File: src/inc/auto_serial_pkg.sv
// Function
// - Disable idles pins, resets count, trigger, shift, status flags
// - Buffer access refused while port disabled
// - Buffer contents kept across disable (buffer has no reset)
// - Auto bit picks single-byte or buffer mode
// - Single stops at end point; repeat wraps
// - Master bit picks internal or external clock
// - Transmit disabled holds data output low
// - Receive bit gates capture; order bit picks first
// - Mode and status reset to zero, writable
// - Base clock is oscillator or half of it
// - Strobe output only in master mode
// - Strobe adds two clocks between bytes
// - Busy detection waits while busy active
// - Busy level bit sets active busy polarity
// - Busy during data bits sets error flag
// - Error flag cleared by reset, disable, start
// - Status flag high from start to end
// - Error and status flags are read-only
// - Buffer writable during automatic transfer
// - Triggers act per byte, cleared after done
// - Master waits interval, then signals done
package auto_serial_pkg;
  localparam int WB_AW = 18;
  // Register indices; byte address is four times the index
  localparam logic [15:0] IDX_MODE = 16'hff90;
  localparam logic [15:0] IDX_STAT = 16'hff91;
  localparam logic [15:0] IDX_TRIG = 16'hff92;
  localparam logic [15:0] IDX_DIV = 16'hff93;
  localparam logic [15:0] IDX_ENDP = 16'hff94;
  localparam logic [15:0] IDX_IVAL = 16'hff95;
  localparam logic [15:0] IDX_SHIFT = 16'hff96;
  localparam logic [15:0] IDX_ADDR = 16'hff97;
  localparam logic [15:0] IDX_RAM = 16'hfa00;
  // Mode register fields
  localparam int MB_EN = 7;
  localparam int MB_AUTO = 6;
  localparam int MB_RPT = 5;
  localparam int MB_MST = 4;
  localparam int MB_TXE = 3;
  localparam int MB_RXE = 2;
  localparam int MB_DIR = 1;
  // Status and trigger register fields
  localparam int SB_CKS = 6;
  localparam int SB_STB = 5;
  localparam int SB_BSY = 4;
  localparam int SB_LVL = 3;
  localparam int SB_ERE = 2;
  localparam int TB_STP = 1;
  localparam int TB_STA = 0;
  // Writable bits and reset values
  localparam logic [7:0] MODE_WMASK = 8'hfe;
  localparam logic [7:0] STAT_WMASK = 8'h7c;
  localparam logic [7:0] TRIG_WMASK = 8'h03;
  localparam logic [7:0] DIV_WMASK = 8'h03;
  localparam logic [7:0] ENDP_WMASK = 8'h1f;
  localparam logic [7:0] IVAL_WMASK = 8'h3f;
  localparam logic [7:0] REG_RST = 8'h00;
  localparam logic [7:0] DIV_RST = 8'h03;
  // Timing in transfer clocks and divider half periods
  localparam logic [7:0] STROBE_CLKS = 8'h02;
  localparam logic [7:0] BUSY_CLKS = 8'h01;
  localparam logic [7:0] TICKS_PER_CLK = 8'h02;
  localparam logic [2:0] LAST_BIT = 3'h7;
  localparam logic [3:0][5:0] HALF_DIV = {6'h10, 6'h08, 6'h04, 6'h03};

  typedef enum logic [1:0] {
    ST_IDLE = 2'b00,
    ST_SHIFT = 2'b01,
    ST_GAP = 2'b10,
    ST_DONE = 2'b11
  } eng_state_e;

  typedef struct packed {
    logic [15:0] idx;
    logic [7:0] dat;
    logic sel;
    logic we;
  } wb_req_s;
endpackage : auto_serial_pkg

File: src/design/auto_serial_sync.sv
module auto_serial_sync
  import auto_serial_pkg::*;
#(
  parameter int W = 3
) (
  input wire logic clk_i,
  input wire logic nrst_i,
  input wire logic [W-1:0] d_i,
  output logic [W-1:0] q_o
);
  // Two flops per pin input
  for (genvar i = 0; i < W; i++) begin : g_bit
    logic meta_r;
    logic sync_r;
    always_ff @(posedge clk_i or negedge nrst_i) begin
      if (!nrst_i) begin
        meta_r <= 1'b0;
        sync_r <= 1'b0;
      end else begin
        meta_r <= d_i[i];
        sync_r <= meta_r;
      end
    end
    assign q_o[i] = sync_r;
  end
endmodule : auto_serial_sync

File: src/design/auto_serial_baud.sv
module auto_serial_baud
  import auto_serial_pkg::*;
(
  input wire logic clk_i,
  input wire logic nrst_i,
  input wire logic run_i,
  input wire logic half_base_i,
  input wire logic [1:0] div_sel_i,
  output logic tick_o
);
  logic [5:0] cnt_r;
  logic [5:0] reload;

  // Half serial period in system clocks
  assign reload = (HALF_DIV[div_sel_i] << half_base_i) - 6'h01;
  assign tick_o = run_i && (cnt_r == 6'h00);

  // Down counter, reloaded when idle or on tick
  always_ff @(posedge clk_i or negedge nrst_i) begin
    if (!nrst_i) begin
      cnt_r <= 6'h00;
    end else if (!run_i || tick_o) begin
      cnt_r <= reload;
    end else begin
      cnt_r <= cnt_r - 6'h01;
    end
  end
endmodule : auto_serial_baud

File: src/design/auto_serial_port.sv
module auto_serial_port
  import auto_serial_pkg::*;
#(
  parameter int RAM_DEPTH = 32
) (
  input wire logic clk_i,
  input wire logic nrst_i,
  input wire logic cyc_i,
  input wire logic stb_i,
  input wire logic we_i,
  input wire logic [WB_AW-1:0] adr_i,
  input wire logic [31:0] dat_i,
  input wire logic [3:0] sel_i,
  output logic [31:0] dat_o,
  output logic ack_o,
  output logic err_o,
  input wire logic serial_data_in_i,
  input wire logic serial_clock_pin_i,
  input wire logic busy_input_pin_i,
  output logic serial_data_out_pin_o,
  output logic serial_clock_pin_o,
  output logic serial_clock_pin_oe_n_o,
  output logic strobe_o,
  output logic transfer_done_interrupt_o
);
  localparam int RAW = $clog2(RAM_DEPTH);

  logic [7:0] mode_r, stat_r, div_r, endp_r, ival_r;
  logic [7:0] trig_r, trig_nxt, sh_r, sh_nxt, rdata_r;
  logic [RAW-1:0] addr_r, addr_nxt;
  logic tsf_r, tsf_nxt, err_r, err_nxt;
  logic sck_r, sck_nxt, so_r, so_nxt;
  logic done_r, done_nxt, strobe_r, strobe_nxt;
  logic sck_prev_r, resp_r, ok_r;
  logic [2:0] bit_cnt_r, bit_cnt_nxt;
  logic [7:0] gap_cnt_r, gap_cnt_nxt;
  eng_state_e state_r, state_nxt;
  logic [7:0] ram [RAM_DEPTH];
  logic [2:0] sync_q;
  logic s_si, s_sck, s_busy, tick;

  // Bus request carrier
  wb_req_s req;
  assign req = '{idx: adr_i[WB_AW-1:2], dat: dat_i[7:0],
                 sel: sel_i[0], we: we_i};

  // Address decode
  logic bus_req, port_en, ok, wr;
  logic hit_mode, hit_stat, hit_trig, hit_div, hit_endp;
  logic hit_ival, hit_shift, hit_addr, hit_ram;
  logic [RAW-1:0] ram_idx;
  assign bus_req = cyc_i && stb_i;
  assign hit_mode = req.idx == IDX_MODE;
  assign hit_stat = req.idx == IDX_STAT;
  assign hit_trig = req.idx == IDX_TRIG;
  assign hit_div = req.idx == IDX_DIV;
  assign hit_endp = req.idx == IDX_ENDP;
  assign hit_ival = req.idx == IDX_IVAL;
  assign hit_shift = req.idx == IDX_SHIFT;
  assign hit_addr = req.idx == IDX_ADDR;
  assign hit_ram = req.idx[15:RAW] == IDX_RAM[15:RAW];
  assign ram_idx = req.idx[RAW-1:0];
  assign port_en = mode_r[MB_EN];
  assign ok = hit_mode || hit_stat || hit_trig || hit_div || hit_endp
    || hit_ival || hit_shift || hit_addr
    || (hit_ram && port_en);
  // Writes land on the edge that sees ack high
  assign wr = bus_req && resp_r && ok && req.we && req.sel;

  // Mode and status bits
  logic auto_on, rpt_on, master, txe, rxe, lsb_first;
  logic err_en, busy_en, strobe_on, busy_act, busy_hold;
  assign auto_on = mode_r[MB_AUTO];
  assign rpt_on = mode_r[MB_RPT];
  assign master = mode_r[MB_MST];
  assign txe = mode_r[MB_TXE];
  assign rxe = mode_r[MB_RXE];
  assign lsb_first = mode_r[MB_DIR];
  assign err_en = stat_r[SB_ERE];
  assign busy_en = stat_r[SB_BSY];
  assign strobe_on = stat_r[SB_STB] && master;
  assign busy_act = s_busy == stat_r[SB_LVL];
  assign busy_hold = busy_en && busy_act;

  // Read selection
  logic [7:0] stat_view, rd_byte;
  assign stat_view = {1'b0, stat_r[6:2], err_r, tsf_r};
  assign rd_byte = hit_mode ? mode_r
    : hit_stat ? stat_view
    : hit_trig ? trig_r
    : hit_div ? div_r
    : hit_endp ? endp_r
    : hit_ival ? ival_r
    : hit_shift ? sh_r
    : hit_addr ? 8'(addr_r)
    : (hit_ram && port_en) ? ram[ram_idx]
    : 8'h00;

  // Engine reset: chip reset or port disabled
  logic eng_rst_n;
  assign eng_rst_n = nrst_i && port_en;

  // Pin inputs through two flops
  auto_serial_sync #(
    .W(3)
  ) u_sync (
    .clk_i(clk_i),
    .nrst_i(nrst_i),
    .d_i({serial_data_in_i, serial_clock_pin_i, busy_input_pin_i}),
    .q_o(sync_q)
  );
  assign s_si = sync_q[2];
  assign s_sck = sync_q[1];
  assign s_busy = sync_q[0];

  // Transfer clock divider, master only
  logic baud_run;
  assign baud_run = master
    && (state_r == ST_SHIFT || state_r == ST_GAP);
  auto_serial_baud u_baud (
    .clk_i(clk_i),
    .nrst_i(eng_rst_n),
    .run_i(baud_run),
    .half_base_i(stat_r[SB_CKS]),
    .div_sel_i(div_r[1:0]),
    .tick_o(tick)
  );

  // Serial clock edges from divider or from the pin
  logic ev_fall, ev_rise;
  assign ev_fall = master ? (tick && sck_r)
    : (sck_prev_r && !s_sck);
  assign ev_rise = master ? (tick && !sck_r)
    : (!sck_prev_r && s_sck);

  // Shift path and bit order
  logic rx_bit, cur_bit;
  logic [7:0] sh_shift;
  assign rx_bit = rxe && s_si;
  assign cur_bit = lsb_first ? sh_r[0] : sh_r[7];
  assign sh_shift = lsb_first ? {rx_bit, sh_r[7:1]}
    : {sh_r[6:0], rx_bit};

  // Byte sequencing
  logic at_end, stop_now, start_single, start_auto, trig_wr, eng_wr;
  logic [RAW-1:0] next_addr;
  logic [7:0] gap_clks, gap_ticks;
  assign at_end = addr_r == endp_r[RAW-1:0];
  assign stop_now = !auto_on || trig_r[TB_STP]
    || (at_end && !rpt_on);
  assign next_addr = at_end ? '0 : addr_r + RAW'(1);
  assign trig_wr = wr && hit_trig && auto_on;
  assign start_single = wr && hit_shift && !auto_on && port_en
    && state_r == ST_IDLE;
  assign start_auto = auto_on && trig_r[TB_STA]
    && state_r == ST_IDLE;
  assign gap_clks = !master ? 8'h00
    : ival_r + (strobe_on ? STROBE_CLKS : 8'h00)
    + (busy_en ? BUSY_CLKS : 8'h00);
  assign gap_ticks = {gap_clks[6:0], 1'b0};
  assign eng_wr = state_r == ST_DONE && auto_on && rxe;

  // Engine next state
  always_comb begin
    state_nxt = state_r;
    sh_nxt = sh_r;
    tsf_nxt = tsf_r;
    err_nxt = err_r;
    bit_cnt_nxt = bit_cnt_r;
    sck_nxt = sck_r;
    gap_cnt_nxt = gap_cnt_r;
    addr_nxt = addr_r;
    trig_nxt = trig_wr ? (req.dat & TRIG_WMASK) : trig_r;
    done_nxt = 1'b0;
    so_nxt = !txe ? 1'b0
      : (state_r == ST_SHIFT) ? cur_bit : so_r;
    strobe_nxt = strobe_on && state_r == ST_GAP
      && gap_cnt_r < TICKS_PER_CLK;
    case (state_r)
      ST_IDLE: begin
        sck_nxt = 1'b1;
        if (start_single || start_auto) begin
          sh_nxt = start_single ? req.dat : ram[addr_r];
          tsf_nxt = 1'b1;
          err_nxt = 1'b0;
          bit_cnt_nxt = 3'h0;
          state_nxt = ST_SHIFT;
        end
      end
      ST_SHIFT: begin
        if (err_en && busy_act) begin
          err_nxt = 1'b1;
        end
        if (ev_fall) begin
          sck_nxt = 1'b0;
        end
        if (ev_rise) begin
          sck_nxt = 1'b1;
          sh_nxt = sh_shift;
          bit_cnt_nxt = bit_cnt_r + 3'h1;
          if (bit_cnt_r == LAST_BIT) begin
            gap_cnt_nxt = 8'h00;
            state_nxt = ST_GAP;
          end
        end
      end
      ST_GAP: begin
        if (tick) begin
          gap_cnt_nxt = gap_cnt_r + 8'h01;
        end
        if (gap_cnt_r >= gap_ticks && !busy_hold) begin
          state_nxt = ST_DONE;
        end
      end
      ST_DONE: begin
        done_nxt = 1'b1;
        if (!trig_wr) begin
          trig_nxt = 8'h00;
        end
        if (stop_now) begin
          tsf_nxt = 1'b0;
          state_nxt = ST_IDLE;
        end else begin
          addr_nxt = next_addr;
          sh_nxt = ram[next_addr];
          bit_cnt_nxt = 3'h0;
          state_nxt = ST_SHIFT;
        end
      end
      default: state_nxt = ST_IDLE;
    endcase
  end

  // Engine flops, cleared while the port is off
  always_ff @(posedge clk_i or negedge eng_rst_n) begin
    if (!eng_rst_n) begin
      state_r <= ST_IDLE;
      sh_r <= 8'h00;
      tsf_r <= 1'b0;
      err_r <= 1'b0;
      trig_r <= 8'h00;
      addr_r <= '0;
      bit_cnt_r <= 3'h0;
      sck_r <= 1'b1;
      so_r <= 1'b0;
      gap_cnt_r <= 8'h00;
      done_r <= 1'b0;
      strobe_r <= 1'b0;
      sck_prev_r <= 1'b1; // Pin idles high
    end else begin
      state_r <= state_nxt;
      sh_r <= sh_nxt;
      tsf_r <= tsf_nxt;
      err_r <= err_nxt;
      trig_r <= trig_nxt;
      addr_r <= addr_nxt;
      bit_cnt_r <= bit_cnt_nxt;
      sck_r <= sck_nxt;
      so_r <= so_nxt;
      gap_cnt_r <= gap_cnt_nxt;
      done_r <= done_nxt;
      strobe_r <= strobe_nxt;
      sck_prev_r <= s_sck;
    end
  end

  // Configuration registers
  always_ff @(posedge clk_i or negedge nrst_i) begin
    if (!nrst_i) begin
      mode_r <= REG_RST;
      stat_r <= REG_RST;
      div_r <= DIV_RST;
      endp_r <= REG_RST;
      ival_r <= REG_RST;
    end else if (wr) begin
      if (hit_mode) mode_r <= req.dat & MODE_WMASK;
      if (hit_stat) stat_r <= req.dat & STAT_WMASK;
      if (hit_div) div_r <= req.dat & DIV_WMASK;
      if (hit_endp) endp_r <= req.dat & ENDP_WMASK;
      if (hit_ival) ival_r <= req.dat & IVAL_WMASK;
    end
  end

  // Buffer, no reset; received bytes beat bus writes
  always_ff @(posedge clk_i) begin
    if (eng_wr) begin
      ram[addr_r] <= sh_r;
    end else if (wr && hit_ram) begin
      ram[ram_idx] <= req.dat;
    end
  end

  // Bus answer one cycle after the request
  always_ff @(posedge clk_i or negedge nrst_i) begin
    if (!nrst_i) begin
      resp_r <= 1'b0;
      ok_r <= 1'b0;
      rdata_r <= 8'h00;
    end else begin
      resp_r <= bus_req && !resp_r;
      ok_r <= ok;
      rdata_r <= rd_byte;
    end
  end

  // Outputs
  assign dat_o = {24'h000000, rdata_r};
  assign ack_o = resp_r && ok_r;
  assign err_o = resp_r && !ok_r;
  assign serial_data_out_pin_o = so_r;
  assign serial_clock_pin_o = sck_r;
  assign serial_clock_pin_oe_n_o = !master;
  assign strobe_o = strobe_r;
  assign transfer_done_interrupt_o = done_r;
endmodule : auto_serial_port

File: config.mk
export PLATFORM = sky130hd
export DESIGN_NAME = auto_serial_port
export DESIGN_NICKNAME = d
export VERILOG_FILES = /design/src/inc/auto_serial_pkg.sv /design/src/design/auto_serial_sync.sv /design/src/design/auto_serial_baud.sv /design/src/design/auto_serial_port.sv
export SDC_FILE = /design/constraint.sdc
export NUM_CORES = 1
export LEC_CHECK = 0
export CAP_MARGIN = 5
export CELL_PAD_IN_SITES_DETAIL_PLACEMENT = 1
export CELL_PAD_IN_SITES_GLOBAL_PLACEMENT = 2
export CORE_ASPECT_RATIO = 0.5
export CORE_MARGIN = 1
export CORE_UTILIZATION = 50
export CTS_CLUSTER_SIZE = 12
export DETAILED_ROUTE_END_ITERATION = 8
export DONT_BUFFER_PORTS = 1
export MAX_ROUTING_LAYER = met4
export PLACE_DENSITY_LB_ADDON = 0.15
export SYNTH_ARGS = -nofsm -noshare
export SYNTH_HDL_FRONTEND = slang
export SYNTH_SLANG_ARGS = --single-unit
File: constraint.sdc
create_clock -name clk_i -period 4.9 [get_ports clk_i]
set_input_delay 0.735 -clock clk_i [delete_from_list [all_inputs] [get_ports clk_i]]
set_output_delay 0.735 -clock clk_i [all_outputs]
set_load 0.01 [all_outputs]
* After elaboration in Yosys (flattened, before gate mapping)
Memories as Yosys holds them, arrays and structs flattened.
Cells that the tools add are included.
** Word-level totals
- Flip-flop bits (word level) :: 88
- Memory bits (writable) :: 256
- Bits of input ports :: 62
- Output and inout bits :: 39
- Logic and storage cells :: 205
- Memories kept :: 1
** Operators by class
- Add/sub/neg operators :: 7
- Order comparisons :: 3
- Equal/unequal tests :: 25
- Shifts and indexed selects :: 1
- Muxes and demuxes :: 62
- Bitwise logic cells :: 1
- Reductions and logical operators :: 77
** Memories
- ram :: words 32, width 8, rd ports 3, clocked after Yosys merged registers in 0, write ports 1, RTL line auto_serial_port.sv:38 : logic [7:0] ram [RAM_DEPTH];
** Operator list (number)
- two-way mux 8 bit :: 21
- equality test 16 bit, second input constant :: 8
- logical AND 1 bit :: 35
- one-hot mux 8 bit (3 select lines) :: 1
- two-way mux 1 bit :: 20
- one-hot mux 8 bit (2 select lines) :: 1
- AND reduction 2 bit :: 7
- logical OR 1 bit :: 13
- binary-select mux 6 bit (select 2 bit) :: 1
- two-way mux 6 bit :: 2
- AND reduction 4 bit :: 3
- subtractor 6 x 1 -> 6 bit, second input constant :: 2
- equality test 11 bit, second input constant :: 1
- logical NOT 1 bit :: 10
- two-way mux 2 bit :: 5
- two-way mux 5 bit :: 2
- != test 2 x 1 -> 1 bit, second input constant :: 5
- two-way mux 3 bit :: 3
- one-hot mux 3 bit (3 select lines) :: 1
- adder 8 x 1 -> 8 bit, second input constant :: 1
- greater-or-equal comparator 8 bit :: 1
- < comparator 8 x 2 -> 1 bit, second input constant :: 1
- != test 2 bit, second input constant :: 4
- one-hot mux 2 bit (4 select lines) :: 1
- other kinds (21) :: 27

* Longest topological paths before layout
- Word-level depth :: 19
- Gate-level depth with buffers :: 14

* By module
Synthesis repeated with hierarchy kept, for this count alone.
** Unflattened totals
- Cell total of the unflattened synthesis :: 1467
- Area total of the unflattened synthesis :: 19725.2 sq um
** Modules (own cells, without submodules)
- auto_serial_port :: times used 1, cells an instance 1419, area each 19170.9 sq um
- auto_serial_baud :: times used 1, cells an instance 39, area each 381.6 sq um
- auto_serial_sync :: times used 1, cells an instance 9, area each 172.7 sq um

* Worst setup path before layout
OpenSTA, ideal clock, no wires.
- Kind :: input to register
- Start :: input port adr_i[6]
- End :: memory ram[0][1], data pin
- Data arrival time :: 3.059 ns
- Slack :: 1.387 ns
- Stages on the path :: 8
- Buffers on the path :: 4
- Cells stage by stage :: clkbuf_1 > nand2_1 > or2_1 > clkbuf_1 > a21oi_1 > buf_2 > clkbuf_1 > o21ai_0
** On the way
- Cells in the longest elaborated chain, start to end :: 18
- Elaborated cells between the ends (all ways) :: 25
- Classes of those cells :: 8 x eq/ne; 4 x mux; 13 x reduce/logical
** RTL lines
- start: declaration :: RTL line auto_serial_port.sv:11 : input wire logic [WB_AW-1:0] adr_i,
- equality test 16 bit, on equally long branches :: RTL line auto_serial_port.sv:53, auto_serial_port.sv:54
- logical OR 1 bit (4 in series) :: RTL line auto_serial_port.sv:64 : assign ok = hit_mode || hit_stat || hit_trig || hit_div || hit_endp
- logical OR 1 bit (2 in series) :: RTL line auto_serial_port.sv:65 : || hit_ival || hit_shift || hit_addr
- logical OR 1 bit (*) :: RTL line auto_serial_port.sv:65
- logical OR 1 bit (*) :: RTL line auto_serial_port.sv:66 : || (hit_ram && port_en);
- logical AND 1 bit (*) (3 in series) :: RTL line auto_serial_port.sv:68 : assign wr = bus_req && resp_r && ok && req.we && req.sel;
- logical AND 1 bit (*) :: RTL line auto_serial_port.sv:288 : end else if (wr && hit_ram) begin
- two-way mux 1 bit (*) :: RTL line auto_serial_port.sv:288
- two-way mux 1 bit (*) :: RTL line auto_serial_port.sv:286 : if (eng_wr) begin
- two-way mux 1 bit (not written as such) (*) :: RTL line auto_serial_port.sv:289 : ram[ram_idx] <= req.dat;
- OR reduction 8 bit (no source line) (*)
- two-way mux 8 bit (no source line) (*)
- end: declaration :: RTL line auto_serial_port.sv:38
Every way passes the cells marked *; elsewhere a longest branch is shown, timed or not.

* Final worst setup path
- Start :: register addr_r[0]
- End :: register sh_r[7]
** On the way
- Cells in the longest elaborated chain, start to end :: 5
- Elaborated cells between the ends (all ways) :: 12
- Classes of those cells :: 1 x add/sub; 2 x eq/ne; 5 x mux; 3 x reduce/logical; 1 x memory
** RTL lines
- start: declaration :: RTL line auto_serial_port.sv:30 : logic [RAW-1:0] addr_r, addr_nxt;
- start signal: assignment :: RTL line auto_serial_port.sv:256 : addr_r <= addr_nxt;
- adder 5 x 1 -> 5 bit / equality test 5 bit (equally long branches) :: RTL line auto_serial_port.sv:151, auto_serial_port.sv:148
- two-way mux 5 bit / logical AND 1 bit (equally long branches) :: RTL line auto_serial_port.sv:151, auto_serial_port.sv:150
- memory read (32 x 8 bit) / logical OR 1 bit (equally long branches)
- two-way mux 8 bit / != test 2 bit (equally long branches)
- one-hot mux 8 bit (3 select lines) / AND reduction 4 bit (equally long branches)
- end signal: assignment :: RTL line auto_serial_port.sv:252 : sh_r <= sh_nxt;
- end: declaration :: RTL line auto_serial_port.sv:29 : logic [7:0] trig_r, trig_nxt, sh_r, sh_nxt, rdata_r;
Parallel ways exist; a longest one is shown, timed or not. The select of a mux whose other input is x is not followed.
A chain may end at the register's enable or synchronous reset.

==> run_results.csv <==
group,metric,value,unit
synthesis,synth_area,19800,um2
sta,hold_violations,0,
grt,grt_max_degree,120,
cells_and_area,nNetsFinal,1549,
clocking,post_cts_buffers,0,
routing,wl_met3,8720,um
routing,first_pass_iters,5,
sta,timing.final.crit_share,80.2,%
setup_path,rr_worst_depth,8,
pwr,switchingPower,2.16,mW
pwr,p_sw_share,29.0,%
clocking,cts.sinks,344,
synthesis,syn_inst,1480,
clocking,clkTransAtPathRegs,70,ps
routing,routed_wl,69900,um
sta,tightestPinTransition,1320,ps
routing,antenna_left,0,
floorplan,start_util,50.9,%
pwr,share_clk_of_total_power,35.2,%
floorplan,core,39000,um2
cells_and_area,drive_gt1_share,23.9,%
grt,grt_overflow,0,
routing,top_layer,"met4",
routing,drc_errors,0,
sta,fmax,255,MHz
clocking,cts-hold-fix-buffers,1,
setup_path,cp_max_fo,25,
grt,grt_util_all_layers,35.8,%
sta,setup_tns,0,ps
job,max-cap-violations,0,
synthesis,synthFlopType,"edfxtp_1",
synthesis,ys_ff_latch,344,
clocking,cts-htree-levels,2,
sta,final-setup-viol-count,0,
sta,drv_slew,0,
floorplan,dieArea,40500,um2
pwr,power_density,347,nW/um2
routing,wl_per_cell,34.6,um
clocking,clkLatencyLatePin,550,ps
floorplan,ioPinCount,101,
setup_path,cp-start-kind,"flop",
setup_path,crit_required,5360,ps
floorplan,die_x,284,um
grt,grt_pass1_wl,101000,um
setup_path,end_kind,"flop",
clocking,ctsResizeCount,0,
pwr,seq_power_share,48.5,%
routing,viasPerCell,7.23,
placed_design,hpwl,46600,um
placed_design,portBuffers,0,
synthesis,yosysWarnings,0,
synthesis,avgSynthCellArea,13.4,um2
sta,skew,17.0,ps
floorplan,fp.dieH,143,um
routing,drt-met1-wl,28200,um
pwr,total_power,7.45,mW
routing,wl_met2,31200,um
routing,routed-via-count,14600,
pwr,p_leak,7.07,nW
sta,rsz0062_at_grt,"no",
grt,antenna_found_initial,2,
clocking,root_buffer,"clkbuf_16",
clocking,clock_path_buffers,3,
floorplan,core.rowCount,51,
synthesis,synth_edf_count,256,
sta,finalCriticalPeriod,3930,ps
setup_path,crit_arrival,4390,ps
hold_path,hold_path.class,"primary input to async pin",
pwr,comb_power_share,16.2,%
pwr,ir_worst_vdd,256,uV
clocking,cts_buffers,36,
synthesis,yosysSeqAreaShare,49.9,%
placed_design,gp_congestion,0.915,
setup_path,worstSetupPathType,"flop to flop",
pwr,intPower,5.29,mW
synthesis,synthArstFlopShare,25.6,%
clocking,cts_tree,"yes",
grt,grt_pass1_vias,14400,
synthesis,synth_cell_types,84,
status,outcome,"finished, final reports clean",
sta,slew_headroom,12.3,%
cells_and_area,area.growth.synth_to_final,8.17,%
routing,drt_iter0_drc,2131,
## cells in the mapped netlist (11+ instances only)
library cell  instances  area [um2]
nand3_1              31         155
nand2_1              83         312
o22ai_1              28         175
o21ai_1              11        55.1
o21ai_0              58         290
a31oi_1              14        87.6
nor2b_1              18         113
o221ai_1             14         123
buf_4                39         293
a211oi_1             18         135
a21oi_1              69         345
mux4_2              164        3690
buf_2                40         200
mux2i_1              61         611
inv_1                20        75.1
dfrtp_1              84        2100
clkbuf_1             47         176
nand4_1              13        81.3
mux2_2               55         619
ha_1                 19         238
nor2_1              104         390
nand2b_1             16         100
and2_1               16         100
nor3_1               24         120
xnor2_1              11        96.3
edfxtp_1            256        7690
## power groups by stage
| stage | clock [mW] | sequential, mW | combinational [mW] |
|---|---|---|---|
| 6_report | 2.62 | 3.62 | 1.21 |
| 4_1_cts | 2.64 | 3.61 | 1.18 |
| 3_5_place_dp | 0 | 3.67 | 1.17 |
| 2_1_floorplan | 0 | 3.63 | 0.762 |
| 3_3_place_gp | 0 | 3.66 | 1.11 |
| 5_1_grt | 2.76 | 3.62 | 1.29 |
## worst paths after layout
check                                         end  slack (ps)                   start
max reg2reg                               sh_r[7]         970               addr_r[0]
max in group asynchronous               addr_r[0]        3680               mode_r[7]
min in group clk_i         u_sync.g_bit[0].meta_r         220        busy_input_pin_i
min                                      div_r[0]          30                  nrst_i
max                                       sh_r[7]         970               addr_r[0]
min reg2reg                u_sync.g_bit[1].sync_r         350  u_sync.g_bit[1].meta_r
## per-stage QoR
step	hold slack, ps	worst slack [ps]	area, um2	utilization [%]	cells
final	27.2	972	21400	55.0	2022
after global routing	6.85	932	21400	55.0	2022
after CTS	9.70	1150	21400	55.0	2020
after detailed placement	343	798	20300	52.2	1957
after global placement	334	932	20300	52.2	1957
after floorplan	331	1390	19900	-	1503
## layout make-up
cell class	instances	area [um2]
inverters	22	82.6
clock buffers	55	1010
clock inverters	7	46.3
repair buffers	63	514
diodes	1	2.50
well taps	530	663
multi-input cells	1000	9230
flip-flops and latches	344	9900
fillers	3815	17500
## per-layer routing
layer / track usage [%] / up-vias
met5: - / -
met2: 52.2 / 981
met3: 9.78 / 140
met4: 9.47 / 0
li1: - / 5851
met1: 49.5 / 7647
## cells in the final DEF, fill, tap and decap left out, drive strengths merged, types with 10 or more instances in the layout
cell type	n
a211oi	18
a21oi	70
a31oi	14
and2	16
buf	63
clkbuf	55
conb	24
dfrtp	84
edfxtp	256
ha	19
inv	22
mux2	55
mux2i	61
mux4	164
nand2	83
nand2b	16
nand3	31
nand4	13
nor2	105
nor2b	18
nor3	25
nor4	10
o211ai	10
o21ai	72
o221ai	14
o22ai	28
o31ai	10
xnor2	12
## cells by family after synthesis
group	Yosys count	synth area share, %
AO/OA/AOI/OAI	304	10.2
XOR/XNOR	20	0.921
adder cells (fa/ha/maj)	20	1.30
buffers and inverters	159	4.19
flip-flops	344	49.9
multiplexers	280	24.8
other	1	0.0189
AND/OR/NAND/NOR	352	8.66
## registers in the layout, indices dropped and copies added (netlist names), 3 cells and up
name	count
ram	256
gap_cnt_r	8
rdata_r	8
sh_r	8
trig_r	8
mode_r	7
ival_r	6
u_baud.cnt_r	6
addr_r	5
endp_r	5
stat_r	5
bit_cnt_r	3
u_sync.g_bit.meta_r	3
u_sync.g_bit.sync_r	3
## worst max-delay path, cell delays in order (launching register included)
cell	delay [ps]
dfrtp_4	670
xor2_1	240
or3_1	650
o21ai_2	1030
o221ai_1	260
o21ai_0	150
a221o_1	220
o311ai_1	290
a32oi_1	300
(Power assumes the default switching activity.)
